===== config.mk =====
export PLATFORM = sky130hd
export DESIGN_NAME = pll_clock_fanout_gating
export DESIGN_NICKNAME = d
export VERILOG_FILES = /design/src/clk_fanout_pkg.sv /design/src/pin_sync.sv /design/src/pll_clock_fanout_gating.sv
export SDC_FILE = /design/constraint.sdc
export NUM_CORES = 1
export LEC_CHECK = 0
export ABC_AREA = 1
export BUFFER_PORTS_ARGS = -buffer_cell sky130_fd_sc_hd__buf_2
export CAP_MARGIN = 0
export CORE_MARGIN = 4
export CORE_UTILIZATION = 53
export DETAILED_ROUTE_END_ITERATION = 12
export GPL_ROUTABILITY_DRIVEN = 0
export GPL_TIMING_DRIVEN = 1
export PLACE_DENSITY = 0.77
export SETUP_SLACK_MARGIN = 0.05
export SLEW_MARGIN = 20
export SYNTH_ARGS = -nofsm -noshare
export SYNTH_HDL_FRONTEND = slang
export SYNTH_SLANG_ARGS = --single-unit
export TNS_END_PERCENT = 10

===== constraint.sdc =====
create_clock -name i_clk_sys -period 5 [get_ports i_clk_sys]
set_input_delay 1.5 -clock i_clk_sys [delete_from_list [all_inputs] [get_ports i_clk_sys]]
set_output_delay 1.5 -clock i_clk_sys [all_outputs]
set_load 0.03 [all_outputs]

===== src/clk_fanout_pkg.sv =====
/*
  Shared constants and carrier types for the clock fan-out block.
  Assumes a single 25 MHz system clock. The reference clock is sampled by it,
  so the reference must stay well below half that rate.
*/
package clk_fanout_pkg;

  // ****************************************
  // Clock and sizing
  // ****************************************
  localparam int unsigned SYS_CLK_HZ = 25_000_000;
  localparam int PERIOD_W = 16;
  localparam int BANK_A_N = 5;
  localparam int BANK_B_N = 4;
  localparam int LOCK_W = 24;
  localparam logic [LOCK_W-1:0] LOCK_CYCLES_DEF = 24'h000400;
  localparam logic [PERIOD_W-1:0] PERIOD_TOL = 16'h0001;
  localparam logic [PERIOD_W-1:0] PERIOD_MAX = 16'hFFFF;
  localparam logic [PERIOD_W-1:0] PERIOD_RST = 16'h0000;
  localparam int SYNC_W = 5;

  // ****************************************
  // Carriers
  // ****************************************
  typedef struct packed {
    logic ref_clk;
    logic loop_feedback_in;
    logic bank_a_enable;
    logic bank_b_enable;
    logic analog_supply_bypass_strap;
  } pin_in_t;

  typedef struct packed {
    logic [BANK_A_N-1:0] bank_a;
    logic [BANK_B_N-1:0] bank_b;
    logic fb_out;
  } clk_out_t;

endpackage


===== src/pin_sync.sv =====
/*
  Two-stage synchroniser for a group of pin levels.
  Assumes each bit is a level; the first stage feeds only the second.
*/
`timescale 1ns/1ps
module pin_sync #(
  parameter int W = 1
) (
  input wire logic i_clk_sys,
  input wire logic i_reset_n,
  input wire logic [W-1:0] i_async,
  output logic [W-1:0] o_sync
);

  logic [W-1:0] meta_ff;
  logic [W-1:0] sync_ff;

  // Second stage is the only reader of the first
  always_ff @(posedge i_clk_sys) begin
    if (!i_reset_n) begin
      meta_ff <= '0;
      sync_ff <= '0;
    end else begin
      meta_ff <= i_async;
      sync_ff <= meta_ff;
    end
  end

  assign o_sync = sync_ff;

endmodule


===== src/pll_clock_fanout_gating.sv =====
/*
  Clock fan-out with a digital phase-tracking loop, two gated banks and an
  ungated feedback output, plus a test bypass.
  Assumes the reference, feedback return, bank enables and strap are pins that
  are asynchronous to i_clk_sys; all pass the two-stage synchroniser.
  The regenerated clocks are stepped on i_clk_sys, so their edges are quantised
  to 40 ns and their period must be at least four system cycles.
*/
`timescale 1ns/1ps
module pll_clock_fanout_gating #(
  parameter logic [clk_fanout_pkg::LOCK_W-1:0] LOCK_CYCLES = clk_fanout_pkg::LOCK_CYCLES_DEF
) (
  input wire logic i_clk_sys,
  input wire logic i_reset_n,
  input wire logic i_ref_clk,
  input wire logic i_loop_feedback_in,
  input wire logic i_bank_a_enable,
  input wire logic i_bank_b_enable,
  input wire logic i_analog_supply_bypass_strap,
  output logic [clk_fanout_pkg::BANK_A_N-1:0] o_bank_a_clock_outs,
  output logic [clk_fanout_pkg::BANK_B_N-1:0] o_bank_b_clock_outs,
  output logic o_loop_feedback_out,
  output logic o_loop_locked
);

  localparam int PW = clk_fanout_pkg::PERIOD_W;

  // ****************************************
  // Pin synchronisation
  // ****************************************
  clk_fanout_pkg::pin_in_t pin_raw;
  clk_fanout_pkg::pin_in_t pin_s;
  logic [clk_fanout_pkg::SYNC_W-1:0] pin_s_bits;

  assign pin_raw.ref_clk = i_ref_clk;
  assign pin_raw.loop_feedback_in = i_loop_feedback_in;
  assign pin_raw.bank_a_enable = i_bank_a_enable;
  assign pin_raw.bank_b_enable = i_bank_b_enable;
  assign pin_raw.analog_supply_bypass_strap = i_analog_supply_bypass_strap;

  pin_sync #(
    .W(clk_fanout_pkg::SYNC_W)
  ) u_pin_sync (
    .i_clk_sys(i_clk_sys),
    .i_reset_n(i_reset_n),
    .i_async(pin_raw),
    .o_sync(pin_s_bits)
  );

  assign pin_s = clk_fanout_pkg::pin_in_t'(pin_s_bits);

  // ****************************************
  // Edge detection and decode
  // ****************************************
  logic ref_d_ff;
  logic fb_d_ff;
  logic ref_rise;
  logic fb_rise;
  logic bypass;

  assign ref_rise = pin_s.ref_clk & ~ref_d_ff;
  assign fb_rise = pin_s.loop_feedback_in & ~fb_d_ff;
  assign bypass = ~pin_s.analog_supply_bypass_strap;

  // ****************************************
  // Reference period measurement
  // ****************************************
  logic [PW-1:0] phase_cnt_ff;
  logic [PW-1:0] period_ff;
  logic period_valid_ff;
  logic seen_edge_ff;
  logic [PW-1:0] meas_period;
  logic [PW-1:0] period_diff;
  logic freq_changed;
  logic [PW-1:0] half_period;

  // Saturating count avoids a false short period when the reference stops
  assign meas_period = (phase_cnt_ff == clk_fanout_pkg::PERIOD_MAX) ?
                       phase_cnt_ff : phase_cnt_ff + 16'h0001;
  assign period_diff = (meas_period > period_ff) ? meas_period - period_ff :
                       period_ff - meas_period;
  assign freq_changed = ref_rise & seen_edge_ff &
                        (period_diff > clk_fanout_pkg::PERIOD_TOL);
  assign half_period = period_ff >> 1;

  // Phase counter restarts on each reference edge, period latched there
  always_ff @(posedge i_clk_sys) begin
    if (!i_reset_n) begin
      ref_d_ff <= 1'b0;
      fb_d_ff <= 1'b0;
      phase_cnt_ff <= clk_fanout_pkg::PERIOD_RST;
      period_ff <= clk_fanout_pkg::PERIOD_RST;
      seen_edge_ff <= 1'b0;
      period_valid_ff <= 1'b0;
    end else begin
      ref_d_ff <= pin_s.ref_clk;
      fb_d_ff <= pin_s.loop_feedback_in;
      if (ref_rise) begin
        phase_cnt_ff <= clk_fanout_pkg::PERIOD_RST;
        seen_edge_ff <= 1'b1;
        if (seen_edge_ff) begin
          period_ff <= meas_period;
          period_valid_ff <= 1'b1;
        end
      end else if (phase_cnt_ff != clk_fanout_pkg::PERIOD_MAX) begin
        phase_cnt_ff <= phase_cnt_ff + 16'h0001;
      end
    end
  end

  // ****************************************
  // Lock interval
  // ****************************************
  logic [clk_fanout_pkg::LOCK_W-1:0] lock_cnt_ff;
  logic locked;

  assign locked = (lock_cnt_ff == LOCK_CYCLES);

  // Restart on a frequency step; outside bypass, bank outputs wait for it so loads see clean clocks
  always_ff @(posedge i_clk_sys) begin
    if (!i_reset_n || bypass || freq_changed || !period_valid_ff) begin
      lock_cnt_ff <= '0;
    end else if (!locked) begin
      lock_cnt_ff <= lock_cnt_ff + 24'h000001;
    end
  end

  // ****************************************
  // Phase tracking of the feedback return
  // ****************************************
  logic [PW-1:0] lead_ff;
  logic fb_lags;
  logic [PW-1:0] rise_pt;
  logic gen_rise;

  // Feedback edge early in the period means it lags the reference edge
  assign fb_lags = (phase_cnt_ff != clk_fanout_pkg::PERIOD_RST) &&
                   (phase_cnt_ff < half_period);
  // Phase P-1 is the ref_rise cycle itself, so a lead of L fires at P-1-L
  assign rise_pt = period_ff - lead_ff - 16'h0001;
  assign gen_rise = period_valid_ff &&
                    ((lead_ff == clk_fanout_pkg::PERIOD_RST) ? ref_rise :
                     (!ref_rise && phase_cnt_ff == rise_pt));

  // Bang-bang step of one cycle per feedback edge; settling takes one edge per cycle of phase error
  always_ff @(posedge i_clk_sys) begin
    if (!i_reset_n || bypass || freq_changed) begin
      lead_ff <= clk_fanout_pkg::PERIOD_RST;
    end else if (fb_rise && period_valid_ff && !ref_rise) begin
      if (fb_lags && lead_ff < half_period) begin
        lead_ff <= lead_ff + 16'h0001;
      end else if (!fb_lags && phase_cnt_ff != clk_fanout_pkg::PERIOD_RST &&
                   lead_ff != clk_fanout_pkg::PERIOD_RST) begin
        lead_ff <= lead_ff - 16'h0001;
      end
    end
  end

  // ****************************************
  // Regenerated clock
  // ****************************************
  logic gen_ff;
  logic [PW-1:0] high_cnt_ff;

  // High for half the measured period whatever the reference duty
  always_ff @(posedge i_clk_sys) begin
    if (!i_reset_n) begin
      gen_ff <= 1'b0;
      high_cnt_ff <= clk_fanout_pkg::PERIOD_RST;
    end else if (gen_rise) begin
      gen_ff <= 1'b1;
      high_cnt_ff <= half_period - 16'h0001;
    end else if (gen_ff) begin
      if (high_cnt_ff == clk_fanout_pkg::PERIOD_RST) begin
        gen_ff <= 1'b0;
      end else begin
        high_cnt_ff <= high_cnt_ff - 16'h0001;
      end
    end
  end

  // ****************************************
  // Output selection and bank gating
  // ****************************************
  logic core_clk;
  logic en_a_ff;
  logic en_b_ff;
  logic bank_live;
  clk_fanout_pkg::clk_out_t out_ff;
  clk_fanout_pkg::clk_out_t nxt_out;

  assign core_clk = bypass ? pin_s.ref_clk : gen_ff;
  assign bank_live = bypass | locked;
  assign nxt_out.bank_a = {clk_fanout_pkg::BANK_A_N{core_clk & en_a_ff & bank_live}};
  assign nxt_out.bank_b = {clk_fanout_pkg::BANK_B_N{core_clk & en_b_ff & bank_live}};
  assign nxt_out.fb_out = core_clk;

  // Enables only change while the clock is low, so no runt pulse escapes
  always_ff @(posedge i_clk_sys) begin
    if (!i_reset_n) begin
      en_a_ff <= 1'b0;
      en_b_ff <= 1'b0;
      out_ff <= '0;
    end else begin
      if (!core_clk) begin
        en_a_ff <= pin_s.bank_a_enable;
        en_b_ff <= pin_s.bank_b_enable;
      end
      out_ff <= nxt_out;
    end
  end

  assign o_bank_a_clock_outs = out_ff.bank_a;
  assign o_bank_b_clock_outs = out_ff.bank_b;
  assign o_loop_feedback_out = out_ff.fb_out;
  assign o_loop_locked = locked;

endmodule


# After elaboration in Yosys (flattened, before gate mapping)
# Index checks and enable logic that the tools add are counted.
# word_totals
reg_bits	108
latchBits	0
ram_bits	0
mem_bits_ro	0
wordCells	86
memories	0
# classes
addsub	10
multipliers	0
div	0
n_lt_le_gt_ge	4
eq_ne	5
shift	0
muxes	12
bitwise_logic	13
n_reduce_logical	25
# op_table
op	n
two-way mux 16 bit	7
subtractor 16 x 1 -> 16 bit (second input constant)	3
subtractor 16 bit	3
adder 16 x 1 -> 16 bit (second input constant)	2
logical NOT 16 bit	2
< comparator 16 x 15 -> 1 bit	2
nonzero test 16 bit	2
adder 24 x 1 -> 24 bit (second input constant)	1
== test 24 x 11 -> 1 bit (second input constant)	1
== test 16 bit	1
== test 16 bit (second input constant)	1
greater-than comparator 16 x 1 -> 1 bit (second input constant)	1
greater-than comparator 16 bit	1
inequality test 16 bit (second input constant)	1
subtractor 15 x 1 -> 16 bit (second input constant)	1
bitwise AND 1 bit	8
logical AND 1 bit	8
AND reduction 2 bit	3
two-way mux 1 bit	5
logical NOT 1 bit	4
inverter 1 bit	4
nonzero test 2 bit	2
logical OR 1 bit	3
inequality test 2 bit (second input constant)	1
other kinds (2)	2

# Logic depth before layout (Yosys ltp)
# Gate-level depths: netlist (run 1).
# depth
depth_word	8
mapped_depth	33
mapped_depth_nobuf	32

# By module
# Synthesis (run 1) repeated with hierarchy kept, for this count alone.
# hier_totals
hier_cells	1419
hier_area_um2	9272.6
# modules_own_cells
mod	n_inst	cells_per_inst	area_per_inst_um2	seq_area_each_um2
pll_clock_fanout_gating	1	1388	8986.1	1961.9
pin_sync	1	31	286.5	200.2

# Worst setup path after synthesis (run 1)
# Ideal clock, no wire load.
# synth_path
path_kind	reg2reg
startpoint	reg phase_cnt_ff[0]
endpoint	reg lead_ff[12]
setup_ns	0.066
arrival_ns	3.743
required_ns	4.934
path_slack_ns	1.191
path_stages_with_launch	30
path_buffers	2
cell_sequence	dfxtp_1 > ha_1 > nand3_1 > nor4_1 > nand3_1 > xor2_1 > inv_1 > ha_1 > inv_1 > fa_1 > nand3_1 > nand2_2 > a21oi_2 > o21ai_1 > nand2_1 > nand3_2 > nand2_4 > inv_2 > buf_6 > nand2_1 > nand2_1 > xor2_1 > nor2_1 > o21ai_0 > nor2_1 > nand2_1 > nand2_2 > nand2_2 > buf_6 > a21oi_2
# synth_via
elab_chain_cells	7
# synth_rtl
item	line	rtl
start: declaration	pll_clock_fanout_gating.sv:68	logic [PW-1:0] phase_cnt_ff;
start signal: assignment	pll_clock_fanout_gating.sv:91	phase_cnt_ff <= clk_fanout_pkg::PERIOD_RST;
start signal: assignment	pll_clock_fanout_gating.sv:99	phase_cnt_ff <= clk_fanout_pkg::PERIOD_RST;
start signal: assignment	pll_clock_fanout_gating.sv:106	phase_cnt_ff <= phase_cnt_ff + 16'h0001;
adder 16 x 1 -> 16 bit or == test 16 bit (tied branches)	pll_clock_fanout_gating.sv:79, pll_clock_fanout_gating.sv:78	
two-way mux 16 bit (*)	pll_clock_fanout_gating.sv:78	assign meas_period = (phase_cnt_ff == clk_fanout_pkg::PERIOD_MAX) ?
named net meas_period[0]	pll_clock_fanout_gating.sv:72	logic [PW-1:0] meas_period;
subtractor 16 bit, or another cell as far along	pll_clock_fanout_gating.sv:81	period_ff - meas_period;
two-way mux 16 bit (*)	pll_clock_fanout_gating.sv:80	assign period_diff = (meas_period > period_ff) ? meas_period - period_ff :
greater-than comparator 16 x 1 -> 1 bit (*)	pll_clock_fanout_gating.sv:83	(period_diff > clk_fanout_pkg::PERIOD_TOL);
bitwise AND 1 bit (*)	pll_clock_fanout_gating.sv:82	assign freq_changed = ref_rise & seen_edge_ff &
logical OR 1 bit (*)	pll_clock_fanout_gating.sv:147	if (!i_reset_n || bypass || freq_changed) begin
end signal: assignment	pll_clock_fanout_gating.sv:148	lead_ff <= clk_fanout_pkg::PERIOD_RST;
end signal: assignment	pll_clock_fanout_gating.sv:151	lead_ff <= lead_ff + 16'h0001;
end signal: assignment	pll_clock_fanout_gating.sv:154	lead_ff <= lead_ff - 16'h0001;
end: declaration	pll_clock_fanout_gating.sv:131	logic [PW-1:0] lead_ff;
# The timed path passes the listed nets; every way through them passes the cells marked *.
# A chain may end at the register's enable or synchronous reset.

# Final worst setup path (run 1)
# layout_path
startpoint	reg phase_cnt_ff[0]
endpoint	reg lock_cnt_ff[6] in the netlist's numbering
# layout_via
elab_chain_cells	8
# layout_rtl
item	line	rtl
adder 16 x 1 -> 16 bit or == test 16 bit (tied branches)	pll_clock_fanout_gating.sv:79, pll_clock_fanout_gating.sv:78	
two-way mux 16 bit (*)	pll_clock_fanout_gating.sv:78	
named net meas_period[0]	pll_clock_fanout_gating.sv:72	
subtractor 16 bit, or another cell as far along	pll_clock_fanout_gating.sv:81	
two-way mux 16 bit (*)	pll_clock_fanout_gating.sv:80	
greater-than comparator 16 x 1 -> 1 bit (*)	pll_clock_fanout_gating.sv:83	
bitwise AND 1 bit (*)	pll_clock_fanout_gating.sv:82	
logical OR 1 bit (*) (2 in series)	pll_clock_fanout_gating.sv:121	if (!i_reset_n || bypass || freq_changed || !period_valid_ff) begin
end signal: assignment	pll_clock_fanout_gating.sv:124	lock_cnt_ff <= lock_cnt_ff + 24'h000001;
end: declaration	pll_clock_fanout_gating.sv:114	logic [clk_fanout_pkg::LOCK_W-1:0] lock_cnt_ff;
# Marked as above.

==> metrics.yaml, run 1 <==
clock_latency_ns: 0.37
htree_levels: 3
ys_ff_latch: 108
worstPathArrival_ns: 5.00
syn_nets: 1564
synth_area_leaders: "dfxtp_1, nand2_1, ha_1"
cts_num_sinks: 108
clk_pin_slew_ns: 0.08
layout-drive-gt1-share_pct: 10.4
yosys_most_used_dff: "dfxtp_1"
cts.path.max_buffers: 2
max_slew_margin_pct: 57.7
synth_edf_count: 0
dieWidth_um: 142
cts_made_buffers: 9
synth_xor_area_share_pct: 6.44
dieArea_um2: 20200
slew_violations: 0
fin_crit_ns: 4.69
crit_type: "reg -> reg"
grt-ovfl-total: 0
post-synth-top-count-cell: "nand2_1"
ys_seq_area_share_pct: 22.7
grt_max_degree: 41
root_buffer: "clkbuf_16"
yosys_warnings: 0
path_max_fanout: 19
syn_area_um2: 9530
tns_ns: 0
postSynthAreaPerCell_um2: 6.53
finalSetupViolCount: 0
synth_top_family_by_area: "simple AND/OR/NAND/NOR gates"
diodes: 0
cts_tree: "built"
powerDensity_nw_per_um2: 199
rows: 48
hold_path.class: "reg -> reg"
status: "finished clean"
drv_cap: 0
vias: 9271
cpPeakStageDelay_ns: 0.43
track_usage_pct: 24.5
grt_pass1_vias: 8233
yosys.area.top_type: "dfxtp_1"
cp_common_cell: "nand2_1"
start_util_pct: 54.5
drtIter0Drc: 905
ant_nets: 0
antenna_found_initial: 0
dp_hpwl_um: 19400
die_h_um: 142
synth_compound_area_share_pct: 13.0
synth_top_area_share_pct: 22.7
ios: 18
remaining_drc_errors: 0
route.detailed.wl_per_inst_um: 14.8
min_period_over_period_pct: 93.8
hold_viol_final: 0
routed_via_density: 5.45
worst_setup_path_end_kind: "flop"
synthSimpleGateAreaFrac_pct: 32.2
synth.area.mux_share_pct: 0.118
rsz0062_at_grt: "yes"
grt_first_pass_wirelength_um: 40500
slowest_stage: "dfxtp_1"
ys_types: 53
synth_cells: 1459
final_area_um2: 10200
numPortBuffers: 17
cp-start-kind: "flop"
routed_wirelength_um: 25200
synth_fa_ha_area_share_pct: 13.2
max-vdd-ir-drop_mv: 0.284
first_pass_iters: 6
fmax_mhz: 213
required_ns: 5.31
areaGrowthSynthToFinish_pct: 7.04
p_leak_nw: 5.24
async_reset_ff_share_pct: 0
postPlaceCellArea_um2: 9760
core_area_um2: 17500
clock_skew_ns: 0.00972
synth_common_cells: "nand2_1, inv_1, nor2_1, dfxtp_1, a21oi_1"
tightest_slew_ns: 0.628
finalNetCount: 1575
-- state kept, by name, summed over array words and instances (netlist names) --
signal,count
period_ff,16
high_cnt_ff,16
en_b_ff,1
lock_cnt_ff,24
o_bank_a_clock_outs,1
period_valid_ff,1
u_pin_sync.meta_ff,5
o_loop_feedback_out,1
en_a_ff,1
fb_d_ff,1
gen_ff,1
seen_edge_ff,1
ref_d_ff,1
phase_cnt_ff,16
u_pin_sync.o_sync,5
o_bank_b_clock_outs,1
lead_ff,16
-- power by group --
part	internal, mW	switching, mW	leakage, nW
registers	0.869	0.00829	0.873
clock network	0.363	0.390	0.152
logic	0.142	0.256	4.21
total	1.37	0.654	5.24
-- cell type report --
class                           instances  area [um^2]
Timing Repair Buffer                   32          210
Multi-Input combinational cell       1066         6270
Tap cell                              225          282
Sequential cell                       108         2160
Clock inverter                          7         91.3
Clock buffer                            9          225
Fill cell                            1659         7280
Inverter                              253          953
-- cells in the final DEF, fill, tap and decap left out, types with 9 or more instances in the layout --
cell type	n
nand2_1	344
inv_1	244
nor2_1	125
dfxtp_1	108
a21oi_1	94
ha_1	92
nand3_1	86
xor2_1	55
o21ai_0	51
nor2_2	27
nand4_1	24
buf_2	17
nor3_1	15
a21oi_2	15
xnor2_1	14
nand2_2	14
buf_4	14
nor4_1	12
clkbuf_16	9
-- critical path, delay by kind of cell (launching register included) --
family,cells,cell delay [ns]
compound gates,4,0.49
flops,1,0.43
fa+ha+maj,3,0.82
simple gates,15,2.04
buf+inv,4,0.44
xor+xnor,2,0.39
-- worst paths after layout --
path	start	end	slack, ns	cells after the start
max	phase_cnt_ff[0]	lock_cnt_ff[6]	0.31	28
min	u_pin_sync.meta_ff[4]	u_pin_sync.o_sync[4]	0.42	2
max reg2reg	phase_cnt_ff[0]	lock_cnt_ff[6]	0.31	28
min reg2reg	u_pin_sync.meta_ff[4]	u_pin_sync.o_sync[4]	0.42	2
-- routing by layer --
| layer | part of all wire [%] | global-route usage, % | wire length, um |
|---|---|---|---|
| met1 | 45 | 34.6 | 11400 |
| met2 | 44 | 37.8 | 11000 |
| met3 | 8.6 | 5.04 | 2180 |
| met4 | 2.6 | 7.12 | 668 |
| met5 | 0 | 0 | 0 |
-- kinds of logic (layout without fill, tap and decap cells) --
logic type | count (synthesis) | after routing
buf+inv | 287 | 301
xor+xnor | 70 | 70
compound gates | 210 | 210
flops | 108 | 108
mux | 1 | 1
simple gates | 685 | 687
fa+ha+maj | 98 | 98
-- metrics by stage --
stage / cells / hold slack (ns) / setup WS (ns) / power (mW) / utilization (%)
2_1_floorplan: 1459 / 0.390 / 1.19 / 1.20 / -
4_1_cts: 1696 / 0.421 / 0.148 / 2.03 / 57.7
5_1_grt: 1700 / 0.450 / 0.0223 / 2.14 / 58.3
3_5_place_dp: 1680 / 0.401 / 0.190 / 1.28 / 55.8
3_3_place_gp: 1680 / 0.392 / 0.355 / 1.27 / 55.8
6_report: 1700 / 0.419 / 0.311 / 2.03 / 58.3
-- what timing repair did --
item,CTS,global route
setup buffers,0,2
resized for setup,0,18
hold buffers,0,0
setup endpoints to repair,0,40
(Power assumes the default switching activity.)
==> inputs of run 2 (changes only) <==
CTS_BUF_LIST = sky130_fd_sc_hd__clkbuf_4 sky130_fd_sc_hd__clkbuf_8 sky130_fd_sc_hd__clkbuf_16   (was unset)
PLACE_DENSITY = 0.71   (was 0.77)
==> metrics.yaml, run 2 (same netlist as run 1, synthesis figures left out) <==
clock_skew_ns: 0.0142
grt_pass1_vias: 8379
routed_via_density: 5.39
slew_violations: 0
wl_met1_um: 12000
clock_latency_ns: 0.37
place_inst: 1685
final_cell_mix: "nand2_1, inv_1, nor2_1, dfxtp_1, a21oi_1"
drtIter0Drc: 783
hold_path_end: "u_pin_sync.o_sync[1]"
fin_crit_ns: 4.59
fmax_mhz: 218
hold_path_depth: 2
required_ns: 5.26
ios: 18
diodes: 0
route.detailed.wl_per_inst_um: 14.9
holdBufCountCts: 0
path_max_fanout: 24
antenna_found_initial: 0
areaGrowthSynthToFinish_pct: 6.98
met2_wirelength_um: 10900
cts_tree: "built"
rows: 48
remaining_drc_errors: 0
finalSetupViolCount: 0
numPortBuffers: 17
tightest_slew_ns: 0.604
dieWidth_um: 142
routed_wirelength_um: 25500
cp-start-kind: "flop"
grt_max_degree: 41
root_buffer: "clkbuf_16"
cts.path.max_buffers: 2
ant_nets: 0
vias: 9194
core_area_um2: 17500
seqCellArea_um2: 2160
grt-ovfl-total: 0
top_register: "lock_cnt_ff"
worst_setup_path_end_kind: "flop"
reg2regPathDepth: 27
start_util_pct: 54.5
cts_made_buffers: 9
r2r_setup_slack_ns: 0.41
final_cell_count_no_fill: 1705
dp_hpwl_um: 20100
status: "finished clean"
layout_commonest_cell: "nand2_1"
r2r-end: "lock_cnt_ff[1]"
pre_cts_ws_ns: 0.166
htree_levels: 3
reg2reg_from: "phase_cnt_ff[0]"
crit_type: "reg -> reg"
die_h_um: 142
clk_pin_slew_ns: 0.08
max-vdd-ir-drop_mv: 0.155
met3_length_um: 1960
total_power_mw: 2.03
max_slew_margin_pct: 59.6
hold_viol_final: 0
track_usage_pct: 25.3
drv_cap: 0
powerDensity_nw_per_um2: 199
largest_reg_flops: 24
p_leak_nw: 5.25
worst_slack_ns: 0.405
layout-drive-gt1-share_pct: 10.7
worstPathArrival_ns: 4.85
top_layer: "met4"
grt_first_pass_wirelength_um: 41800
dieArea_um2: 20200
first_pass_iters: 5
hold_path.class: "reg -> reg"
min_from: "u_pin_sync.meta_ff[1]"
n_fill_cell: 1728
finalNetCount: 1580
min_period_over_period_pct: 91.9
multiInputGateArea_um2: 6230
cts_num_sinks: 108
## run 2: power breakdown
group | switching [mW] | internal (mW)
logic | 0.263 | 0.155
clock network | 0.377 | 0.355
registers | 0.00802 | 0.869
## run 2: worst max-delay path, cell delays in order (launching register included)
cell     delay [ns]
dfxtp_1        0.42
ha_1           0.25
nand3_1        0.14
nor4_1         0.28
nand3_2        0.25
xor2_1         0.23
inv_1          0.09
ha_1           0.16
inv_1          0.06
fa_1           0.41
nand3_1        0.11
nand2_2        0.09
a21oi_2        0.17
o21ai_1        0.10
nand2_1        0.10
nand3_2        0.08
nand2_4        0.18
inv_4          0.10
o21ai_0        0.22
xor2_1         0.18
nor2_1         0.05
o21ai_0        0.07
nor2_1         0.07
nand2_1        0.14
nand2_2        0.11
nand3_4        0.08
buf_8          0.23
nor2_1         0.07
## run 2: through the flow
stage / util [%] / hold slack, ns / cell area [um^2] / setup TNS, ns
global route: 58.3 / 0.428 / 10200 / -0.196
global placement: 56.1 / 0.392 / 9800 / 0
finish: 58.3 / 0.417 / 10200 / 0
floorplan: - / 0.390 / 9530 / 0
CTS: 57.8 / 0.415 / 10100 / 0
detailed placement: 56.1 / 0.396 / 9800 / 0
## run 2: worst max-delay path by stage
| stage | startpoint | endpoint | slack (ns) | cells past startpoint |
|---|---|---|---|---|
| finish | phase_cnt_ff[0] | lock_cnt_ff[1] | 0.41 | 27 |
| global route | phase_cnt_ff[0] | lock_cnt_ff[1] | -0.02 | 29 |
| CTS | phase_cnt_ff[0] | lock_cnt_ff[23] | 0.13 | 27 |
| detailed placement | phase_cnt_ff[0] | lock_cnt_ff[2] | 0.17 | 27 |
| global placement | phase_cnt_ff[0] | lock_cnt_ff[0] | 0.25 | 27 |
| floorplan | phase_cnt_ff[0] | lead_ff[12] | 1.19 | 29 |
## run 2: final cells by class
| type | count | area share (%) |
|---|---|---|
| flip-flops and latches | 108 | 21.2 |
| inverters | 253 | 9.36 |
| repair buffers | 39 | 2.53 |
| clock buffers | 9 | 2.21 |
| clock inverters | 7 | 0.774 |
| multi-input cells | 1064 | 61.1 |
| well taps | 225 | 2.76 |
## run 2: layer usage
metal,up-vias,global-route usage (%)
met5,-,0
met4,0,6.46
met3,47,5.38
met2,350,39.0
met1,4120,36.2
li1,4677,-
## run 2: repair_timing
item                                    CTS  global route
resized for setup                         0            15
setup buffers                             0             4
endpoints found under the setup margin    0            40
